### src/ys_params.svh
// Function
// - Channel entries are writable at any time, running or stopped.
// - Nine entry patterns: six single-channel, two two-channel, plus overlap.
// - Two-channel day/month: start from first ON, end from second OFF.
// - Year channel: on Jan 1 of ON year, off after OFF year.
// - Month channel: on first of ON month, off after OFF month.
// - Day channel: on at ON day, off once OFF day elapsed.
// - Day range with month range repeats inside each month of range.
// - Adjacent channel pair forms one continuous on period.
// - Pair with start after end stays on across new year.
// - Pair with years repeats only between first and last year.
// - Pair with blank years repeats every year.
// - Overlap: first ON from any channel switches contact on.
// - Overlap: first OFF from any channel switches off, despite others.
// - Eight independent switches, four channels each, one contact each.
// - Calendar spans years 00 to 99 with two-digit entries.
// - Without power no switching happens; contacts stay open.
`ifndef YS_PARAMS_SVH
`define YS_PARAMS_SVH
`define YS_NUM_SW 8
`define YS_NUM_CH 4
`define YS_SW_STRIDE 8
`define YS_CH_STRIDE 2
`define YS_ADDR_W 7
`define YS_DATA_W 32
`define YS_NUM_ENTRY 64
`define YS_IDX_STATUS 7'h40
`define YS_ENTRY_W 19
`define YS_YEAR_MAX 7'h63
`define YS_YEAR_MIN 7'h00
`endif

### src/ys_pkg.sv
package ys_pkg;
  // One ON or OFF date entry, each field with a valid flag
  typedef struct packed {
    logic yv;
    logic [6:0] yr;
    logic mv;
    logic [3:0] mo;
    logic dv;
    logic [4:0] dy;
  } ys_entry_t;

  // Current date from the calendar, tick pulses at midnight
  typedef struct packed {
    logic tick;
    logic [6:0] yr;
    logic [3:0] mo;
    logic [4:0] dy;
  } ys_date_t;
endpackage : ys_pkg

### src/ys_year_switch.sv
// The strobed register port and the address map were left to the implementer.
`timescale 1ns/1ps
`include "ys_params.svh"
module ys_year_switch
  import ys_pkg::*;
#(
  parameter int NUM_SW = `YS_NUM_SW
)(
  // Clock and reset
  input wire logic core_clk,
  input wire logic rst_b,
  // Register port
  input wire logic [`YS_ADDR_W-1:0] reg_addr,
  input wire logic [`YS_DATA_W-1:0] reg_wdata,
  input wire logic reg_wr,
  input wire logic reg_rd,
  output logic [`YS_DATA_W-1:0] reg_rdata,
  // Calendar and supply
  input wire ys_date_t cal_date,
  input wire logic power_ok,
  // Contacts to circuit logic
  output logic [NUM_SW-1:0] contact
);

  // ----------------------------------------
  // Helpers
  // ----------------------------------------
  function automatic logic in_rng(input logic [8:0] v, input logic [8:0] lo,
                                  input logic [8:0] hi);
    in_rng = (lo <= hi) ? (v >= lo && v <= hi) : (v >= lo || v <= hi);
  endfunction : in_rng

  function automatic logic yr_in(input logic [6:0] v, input logic [6:0] lo,
                                 input logic [6:0] hi);
    yr_in = (v >= lo) && (v <= hi);
  endfunction : yr_in

  // ----------------------------------------
  // Supply synchroniser
  // ----------------------------------------
  logic pwr_s1_q;
  logic pwr_s2_q;

  always_ff @(posedge core_clk or negedge rst_b)
  begin
    if (!rst_b)
    begin
      pwr_s1_q <= 1'b0;
      pwr_s2_q <= 1'b0;
    end
    else
    begin
      pwr_s1_q <= power_ok;
      pwr_s2_q <= pwr_s1_q;
    end
  end

  // ----------------------------------------
  // Channel store and register port
  // ----------------------------------------
  ys_entry_t cfg_q [`YS_NUM_ENTRY];
  ys_entry_t cfg_d [`YS_NUM_ENTRY];
  logic [`YS_DATA_W-1:0] rdata_q;
  logic [`YS_DATA_W-1:0] rdata_d;
  logic [NUM_SW-1:0] contact_q;
  logic [NUM_SW-1:0] contact_d;
  logic in_store;

  assign in_store = (reg_addr < `YS_IDX_STATUS);

  // Writes are never gated by run state
  always_comb
  begin
    cfg_d = cfg_q;
    rdata_d = '0;
    if (reg_wr && in_store)
      cfg_d[reg_addr[5:0]] = ys_entry_t'(reg_wdata[`YS_ENTRY_W-1:0]);
    if (reg_rd)
    begin
      if (in_store)
        rdata_d = {{(`YS_DATA_W-`YS_ENTRY_W){1'b0}}, cfg_q[reg_addr[5:0]]};
      else if (reg_addr == `YS_IDX_STATUS)
        rdata_d = {{(`YS_DATA_W-NUM_SW-1){1'b0}}, pwr_s2_q, contact_q};
    end
  end

  always_ff @(posedge core_clk or negedge rst_b)
  begin
    if (!rst_b)
    begin
      for (int i = 0; i < `YS_NUM_ENTRY; i++)
        cfg_q[i] <= '0;
      rdata_q <= '0;
    end
    else
    begin
      cfg_q <= cfg_d;
      rdata_q <= rdata_d;
    end
  end

  assign reg_rdata = rdata_q;

  // ----------------------------------------
  // Channel evaluation
  // ----------------------------------------
  logic [8:0] dm_now;
  logic [NUM_SW-1:0][`YS_NUM_CH-1:0] act;
  logic [NUM_SW-1:0][`YS_NUM_CH-1:0] is_start;

  assign dm_now = {cal_date.mo, cal_date.dy};

  for (genvar s = 0; s < NUM_SW; s++)
  begin : g_sw
    for (genvar c = 0; c < `YS_NUM_CH; c++)
    begin : g_ch
      ys_entry_t on_e;
      ys_entry_t off_e;
      logic d_ok;
      logic m_ok;
      logic y_ok;
      logic single;
      logic pair;
      logic is_end;
      assign on_e = cfg_q[s * `YS_SW_STRIDE + c * `YS_CH_STRIDE];
      assign off_e = cfg_q[s * `YS_SW_STRIDE + c * `YS_CH_STRIDE + 1];
      // Inclusive bounds: off at midnight after the OFF field elapses
      assign d_ok = !on_e.dv ||
                    in_rng({4'h0, cal_date.dy}, {4'h0, on_e.dy}, {4'h0, off_e.dy});
      assign m_ok = !on_e.mv ||
                    in_rng({5'h00, cal_date.mo}, {5'h00, on_e.mo}, {5'h00, off_e.mo});
      assign y_ok = !on_e.yv || yr_in(cal_date.yr, on_e.yr, off_e.yr);
      // Fields combine by AND, so a day range repeats in every month that the month field admits
      assign single = (on_e.dv || on_e.mv || on_e.yv) && d_ok && m_ok && y_ok;
      if (c < `YS_NUM_CH-1)
      begin : g_pair
        ys_entry_t nx_on;
        ys_entry_t nx_off;
        logic [8:0] st;
        logic [8:0] en;
        logic [6:0] fy;
        logic [6:0] ly;
        logic [6:0] py;
        assign nx_on = cfg_q[s * `YS_SW_STRIDE + (c + 1) * `YS_CH_STRIDE];
        assign nx_off = cfg_q[s * `YS_SW_STRIDE + (c + 1) * `YS_CH_STRIDE + 1];
        assign is_start[s][c] = on_e.dv && on_e.mv && !off_e.dv && !off_e.mv &&
                                !nx_on.dv && !nx_on.mv && nx_off.dv && nx_off.mv;
        assign st = {on_e.mo, on_e.dy};
        assign en = {nx_off.mo, nx_off.dy};
        assign fy = on_e.yv ? on_e.yr : `YS_YEAR_MIN;
        assign ly = off_e.yv ? off_e.yr : `YS_YEAR_MAX;
        assign py = cal_date.yr - 7'h01;
        // Wrapped tail belongs to the year in which the period started
        assign pair = (st <= en) ? (dm_now >= st && dm_now <= en && yr_in(cal_date.yr, fy, ly))
                    : ((dm_now >= st && yr_in(cal_date.yr, fy, ly)) ||
                       (dm_now <= en && yr_in(py, fy, ly)));
      end
      else
      begin : g_nopair
        assign is_start[s][c] = 1'b0;
        assign pair = 1'b0;
      end
      if (c > 0)
      begin : g_end
        assign is_end = is_start[s][c-1];
      end
      else
      begin : g_noend
        assign is_end = 1'b0;
      end
      // End channel of a pair gives no result of its own
      assign act[s][c] = is_start[s][c] ? pair : (is_end ? 1'b0 : single);
    end
  end

  // ----------------------------------------
  // Contact update
  // ----------------------------------------
  logic init_q;
  logic init_d;
  logic eval;
  logic [NUM_SW-1:0][`YS_NUM_CH-1:0] prev_q;
  logic [NUM_SW-1:0][`YS_NUM_CH-1:0] prev_d;
  logic [NUM_SW-1:0] on_ev;
  logic [NUM_SW-1:0] off_ev;

  // After reset or supply return the first pass sees no previous state
  assign eval = pwr_s2_q && (cal_date.tick || init_q);

  always_comb
  begin
    init_d = init_q;
    prev_d = prev_q;
    contact_d = contact_q;
    for (int s = 0; s < NUM_SW; s++)
    begin
      on_ev[s] = |(act[s] & ~(init_q ? '0 : prev_q[s]));
      off_ev[s] = |(~act[s] & (init_q ? '0 : prev_q[s]));
    end
    if (!pwr_s2_q)
    begin
      init_d = 1'b1;
      contact_d = '0;
    end
    else if (eval)
    begin
      init_d = 1'b0;
      prev_d = act;
      for (int s = 0; s < NUM_SW; s++)
      begin
        if (off_ev[s])
          contact_d[s] = 1'b0;
        else if (on_ev[s])
          contact_d[s] = 1'b1;
      end
    end
  end

  always_ff @(posedge core_clk or negedge rst_b)
  begin
    if (!rst_b)
    begin
      init_q <= 1'b1;
      prev_q <= '0;
      contact_q <= '0;
    end
    else
    begin
      init_q <= init_d;
      prev_q <= prev_d;
      contact_q <= contact_d;
    end
  end

  assign contact = contact_q;

  // ----------------------------------------
  // Check helpers
  // ----------------------------------------
  // Any active channel; a first pass must close exactly these switches
  logic [NUM_SW-1:0] any_act;

  for (genvar s = 0; s < NUM_SW; s++)
  begin : g_any
    assign any_act[s] = |act[s];
  end

  // ----------------------------------------
  // Per-switch contact and channel checks
  // ----------------------------------------
  // Every contact move must trace back to an event or to loss of supply
  for (genvar s = 0; s < NUM_SW; s++)
  begin : g_chk

  end
endmodule : ys_year_switch

### config.mk
export PLATFORM = sky130hd
export DESIGN_NAME = ys_year_switch
export DESIGN_NICKNAME = d
export VERILOG_FILES = /design/src/ys_pkg.sv /design/src/ys_year_switch.sv
export VERILOG_INCLUDE_DIRS = /design/src
export SDC_FILE = /design/constraint.sdc
export NUM_CORES = 2
export LEC_CHECK = 0
export BUFFER_PORTS_ARGS = -buffer_cell sky130_fd_sc_hd__buf_2
export CAP_MARGIN = 20
export CORE_MARGIN = 4
export CORE_UTILIZATION = 60
export CTS_CLUSTER_DIAMETER = 100
export DETAILED_ROUTE_END_ITERATION = 8
export PLACE_DENSITY = 0.8
export SETUP_SLACK_MARGIN = 0.3
export SLEW_MARGIN = 20
export SYNTH_ARGS = -nofsm -noshare
export SYNTH_HDL_FRONTEND = slang
export SYNTH_SLANG_ARGS = --single-unit
export TNS_END_PERCENT = 30
### constraint.sdc
create_clock -name core_clk -period 6.2 [get_ports core_clk]
set_input_delay 0.93 -clock core_clk [delete_from_list [all_inputs] [get_ports core_clk]]
set_output_delay 0.93 -clock core_clk [all_outputs]
set_load 0.02 [all_outputs]
# Yosys cells after proc, flatten, opt, wreduce, memory -nomap -nowiden
# Index checks and enable logic that the tools add are counted.
# op_classes
add_sub_neg	1
order_cmp	427
eq_ne	10
n_mux	221
n_bitwise	33
n_reduce_logical	925
# op_table
cell	count
1216-bit bitwise mux	1
7-bit >= comparator	80
7-bit <= comparator	80
1-bit logical AND	507
9-bit <= comparator	48
7-bit 2-to-1 mux	48
5-bit <= comparator	64
4-bit <= comparator	64
1-bit logical OR	249
9-bit >= comparator	24
5-bit >= comparator	32
1-bit 2-to-1 mux	154
1-bit logical NOT	144
4-bit >= comparator	32
19-bit binary-select mux with 6-bit select	1
19-bit demux with 6-bit select	1
19-bit 2-to-1 mux	5
4-bit AND	16
4-bit NOT	16
4-bit OR reduction	16
4-bit 2-to-1 mux	8
3-bit by 1-bit inequality test with 1-bit output, second input constant	8
2-bit AND reduction	9
8-bit 2-to-1 mux	2
8 further kinds	8
# totals
register_bits	1291
in_bits	61
output_inout_bits	40
elab_cells	2021

# Longest topological paths before layout
# logic_depth
depth_word	15
mapped_depth	16
ltp_nobuf	14

# Worst setup path after synthesis
# Ideal clock, no wire load.
# synth_path
kind	input-to-reg
start	in cal_date[9] (netlist name)
end	reg contact_q[1] (netlist: contact[1])
setup_ns	0.126
arrival_time_ns	8.153
required_time_ns	6.074
setup_slack_ns	-2.079
cell_stages	14
n_path_buf	0
cell_sequence	inv_1 > ha_1 > xor2_1 > ha_1 > a21oi_1 > o21ai_0 > maj3_1 > a221o_1 > a22oi_1 > nor4b_1 > a211oi_2 > nor2_1 > or4_1 > o32a_1
# synth_between
elab_chain_len	13
elab_cells_between_ends	70
classes_between	add/sub (1); order compare (20); eq/ne (1); mux (12); bitwise (3); reduce/logical (33)
# synth_lines
element	line	rtl
start, declared	ys_year_switch.sv:19	input wire ys_date_t cal_date,
7-bit by 1-bit subtractor with 7-bit output	ys_year_switch.sv:152	assign py = cal_date.yr - 7'h01;
7-bit >= comparator / 7-bit <= comparator (equally long branches)	ys_year_switch.sv:35	yr_in = (v >= lo) && (v <= hi);
1-bit logical AND	ys_year_switch.sv:35	
1-bit logical AND	ys_year_switch.sv:156	(dm_now <= en && yr_in(py, fy, ly)));
1-bit logical OR	ys_year_switch.sv:155	: ((dm_now >= st && yr_in(cal_date.yr, fy, ly)) ||
1-bit 2-to-1 mux	ys_year_switch.sv:154	assign pair = (st <= en) ? (dm_now >= st && dm_now <= en && yr_in(cal_date.yr, fy, ly))
1-bit 2-to-1 mux	ys_year_switch.sv:172	assign act[s][c] = is_start[s][c] ? pair : (is_end ? 1'b0 : single);
4-bit NOT	ys_year_switch.sv:198	off_ev[s] = |(~act[s] & (init_q ? '0 : prev_q[s]));
4-bit AND	ys_year_switch.sv:198	
4-bit OR reduction	ys_year_switch.sv:198	
1-bit 2-to-1 mux	ys_year_switch.sv:211	if (off_ev[s])
8-bit 2-to-1 mux	ys_year_switch.sv:205	else if (eval)
8-bit 2-to-1 mux	ys_year_switch.sv:200	if (!pwr_s2_q)
end signal, assigned	ys_year_switch.sv:231	contact_q <= contact_d;
end, declared	ys_year_switch.sv:65	logic [NUM_SW-1:0] contact_q;
# Several ways; a longest one is shown, not always the timed one. The select of a mux whose other input is x is not followed.
# A chain may end at the register's enable or synchronous reset.

# Final worst setup path
# layout_path
start	in cal_date[9] (netlist name)
end	reg contact_q[3] (netlist: contact[3])
# Same word-level chain as after synthesis.

==> results.sh <==
export IMPL_synth_edff_count=0
export IMPL_cp_end_kind="flip-flop"
export IMPL_synth_warnings=0
export IMPL_min_period_ns=4.76
export IMPL_final_util_pct=65.6
export IMPL_initial_core_util_pct=60.3
export IMPL_fin_total_pwr_uw=29400
export IMPL_ys_async_sr_fraction_pct=100
export IMPL_path_cells="buf_4 -> clkinvlp_4 -> ha_1 -> nand2b_1 -> o21a_1 -> nor2_4 -> a221oi_1 -> a221oi_1 -> buf_4 -> nor4b_2 -> a211oi_1 -> a221oi_1 -> nand2_1 -> a211oi_1"
export IMPL_final_cell_mix="ha_1 (2102), dfrtp_1 (1277), nand2_1 (1099)"
export IMPL_viasPerCell=7.06
export IMPL_routed_wl_um=431000
export IMPL_hp_class="input port to async pin"
export IMPL_worst_pin_slew_ns=1.43
export IMPL_crit_path_start="cal_date[9]"
export IMPL_hpwl_um=311000
export IMPL_cts_sinks=1278
export IMPL_synthToLayoutAreaGrowth_pct=8.84
export IMPL_drv_cap=0
export IMPL_grt_max_degree=151
export IMPL_drv_slew=0
export IMPL_grt_usage_pct=44.9
export IMPL_finalSetupViolCount=0
export IMPL_drtAntennaViolNets=0
export IMPL_run_status="finished, final reports clean"
export IMPL_first_pass_iters=7
export IMPL_ios=101
export IMPL_mostFrequentLayoutCell="ha_1"
export IMPL_grt_antenna_before_repair=39
export IMPL_die_y_um=434
export IMPL_drt_iter0_drc=12017
export IMPL_synthDistinctLibCells=97
export IMPL_crit_family="compound AO/OA/AOI/OAI gates"
export IMPL_finalHoldViolCount=0
export IMPL_syn_mean_instance_area_sq_um=9.19
export IMPL_worstPathMaxFanout=23
export IMPL_max_freq_mhz=210
export IMPL_r2r_start="cfg_q[664]"
export IMPL_core_area_sq_um=181000
export IMPL_cts_hold_buf=0
export IMPL_p_leak_uw=0.0560
export IMPL_fp_row_count=156
export IMPL_grt_pass1_vias=100701
export IMPL_cts_resized=0
export IMPL_drive_above_1_share_pct=12.2
export IMPL_numPortBuffers=74
export IMPL_synthCells=11859
export IMPL_required_ns=6.95
export IMPL_vias=101265
export IMPL_peakVddDrop_v=0.000264
export IMPL_drc=0
export IMPL_die_x_um=434
export IMPL_post_route_period_util_pct=76.8
export IMPL_arrival_ns=5.51
export IMPL_rsz0062_at_grt="false"
export IMPL_routedWlPerCell_um=30.1
export IMPL_ys_ff_latch=1278
export IMPL_htreeDepth=4
export IMPL_nFillCells=14558
export IMPL_finClkSkew_ns=0.0298
export IMPL_gp_congestion=1.02
export IMPL_die_area_sq_um=189000
export IMPL_slew_headroom_pct=4.14
export IMPL_numCtsBuffers=155
export IMPL_fin_nets=13991
export IMPL_crit_top_cell="a221oi_1"
export IMPL_critPathKind="input port to flip-flop"
export IMPL_synth_area_sq_um=109000
export IMPL_root_buffer="clkbuf_16"
export IMPL_grt_remaining_overflow=0
export IMPL_cts_tree="built"
export IMPL_grt_pass1_wl_um=636000
export IMPL_ys_flop_type="dfrtp_1"
export IMPL_cp_slowest_cell="nor2_4"
export IMPL_yosysSeqAreaShare_pct=29.3
export IMPL_path_buf_inv=3
export IMPL_clkTransAtPathRegs_ns=0.06
export IMPL_insertion_delay_ns=0.85
export IMPL_cpPeakStageDelay_ns=0.94
export IMPL_cts_buffer_depth=3
export IMPL_cts_setup_buffers=0
export IMPL_start_kind="input port"
export IMPL_power_density_nw_per_um2=248
## worst register-to-register path, stage by stage, from the launching register on
cell and delay [ns]:
dfrtp_1 0.55, nor2b_1 0.33, ha_4 0.26, nor2b_1 0.12
o21ai_0 0.24, nand4_1 0.14, a311o_1 0.37, a221oi_1 0.66
buf_4 0.24, nor4b_2 0.28, a211oi_1 0.15, a221oi_1 0.35
nand2_1 0.10, a211oi_1 0.24
## flip-flops by register name, indices dropped and copies added (netlist names)
signal,cells
pwr_s1_q,1
cfg_q,1216
pwr_s2_q,1
reg_rdata,19
prev_q,32
init_q,1
contact,8
## logic make-up (layout without fill, tap and decap cells)
logic type	count (synthesis)	after routing	synth area share (%)
AO/OA/AOI/OAI	3396	3396	20.3
AND/OR/NAND/NOR	2651	2651	12.0
adder cells (fa/ha/maj)	2155	2155	24.6
buffers and inverters	1585	1659	5.59
flip-flops	1278	1278	29.3
multiplexers	773	773	7.96
XOR/XNOR	20	20	0.161
other	1	41	0.00344
## cells in the mapped netlist, types with 25 or more instances
| library cell | count | area [sq um] |
|---|---|---|
| a22oi_1 | 385 | 2890 |
| a22o_1 | 119 | 1040 |
| o21bai_1 | 25 | 188 |
| and3_1 | 39 | 244 |
| dfrtp_1 | 1277 | 32000 |
| a2111oi_0 | 30 | 263 |
| nor3_1 | 82 | 410 |
| o21a_1 | 163 | 1220 |
| mux2_2 | 749 | 8430 |
| a221oi_1 | 151 | 1320 |
| nand4_1 | 205 | 1280 |
| nand2_1 | 1105 | 4150 |
| ha_1 | 2105 | 26300 |
| a31oi_1 | 210 | 1310 |
| buf_1 | 47 | 176 |
| inv_1 | 1062 | 3990 |
| nor2b_1 | 259 | 1620 |
| a211oi_1 | 109 | 818 |
| and4_1 | 32 | 280 |
| o221ai_1 | 44 | 385 |
| o21ai_0 | 908 | 4540 |
| o22ai_1 | 62 | 388 |
| nor4_1 | 32 | 200 |
| o211ai_1 | 66 | 495 |
| a211o_1 | 27 | 236 |
| o31ai_1 | 50 | 375 |
| clkbuf_1 | 436 | 1640 |
| nand2b_1 | 194 | 1210 |
| a21oi_1 | 628 | 3140 |
| nand3_1 | 196 | 981 |
| and2_1 | 57 | 357 |
| nor2_1 | 312 | 1170 |
| buf_4 | 26 | 195 |
| maj3_1 | 50 | 500 |
| a21o_1 | 203 | 1520 |
## final cells by class
class	count	area (sq um)	area share [%]
Inverter	1062	4000	3.37
Antenna cell	28	70.1	0.0591
Clock buffer	222	4510	3.80
Timing Repair Buffer	320	2910	2.45
Multi-Input combinational cell	9008	71400	60.2
Tap cell	2370	2970	2.50
Clock inverter	55	831	0.700
Sequential cell	1278	32000	27.0
## per-layer routing
metal	global-route usage (%)	vias to the layer above	share of wire [%]	wire length (um)
met5	0	-	0.034	148
met4	34.9	22	9.3	40000
li1	-	43667	-	-
met1	54.7	48946	36	156000
met2	66.2	6652	42	180000
met3	13.7	1978	13	54600
## stage by stage
stage	worst slack, ns	area, sq um	hold WS [ns]	TNS, ns	cells
2_1_floorplan	-0.0772	109000	0.331	-0.0772	11871
4_1_cts	1.49	118000	0.0948	0	14313
5_1_grt	1.26	119000	0.113	0	14319
6_report	1.44	119000	0.0620	0	14343
3_3_place_gp	0.679	113000	0.445	0	14032
3_5_place_dp	0.620	113000	0.416	0	14036
## worst paths after layout
check	to	depth (start not counted)	slack, ns
worst min-delay path	cfg_q[211]	1	0.06
min in group core_clk	pwr_s1_q	1	0.20
worst max register to register	contact[3]	13	2.09
max in group asynchronous	cfg_q[1018]	2	4.42
worst max-delay path	contact[3]	14	1.44
worst min register to register	pwr_s2_q	0	0.42
## power breakdown
part	leakage [uW]	total, uW	internal, uW	switching (uW)
Combinational	0.0378	9100	3620	5480
Clock	0.00262	9830	5780	4050
Sequential	0.0156	10500	9230	1240
Total	0.0560	29400	18600	10800
(Power assumes the default switching activity.)
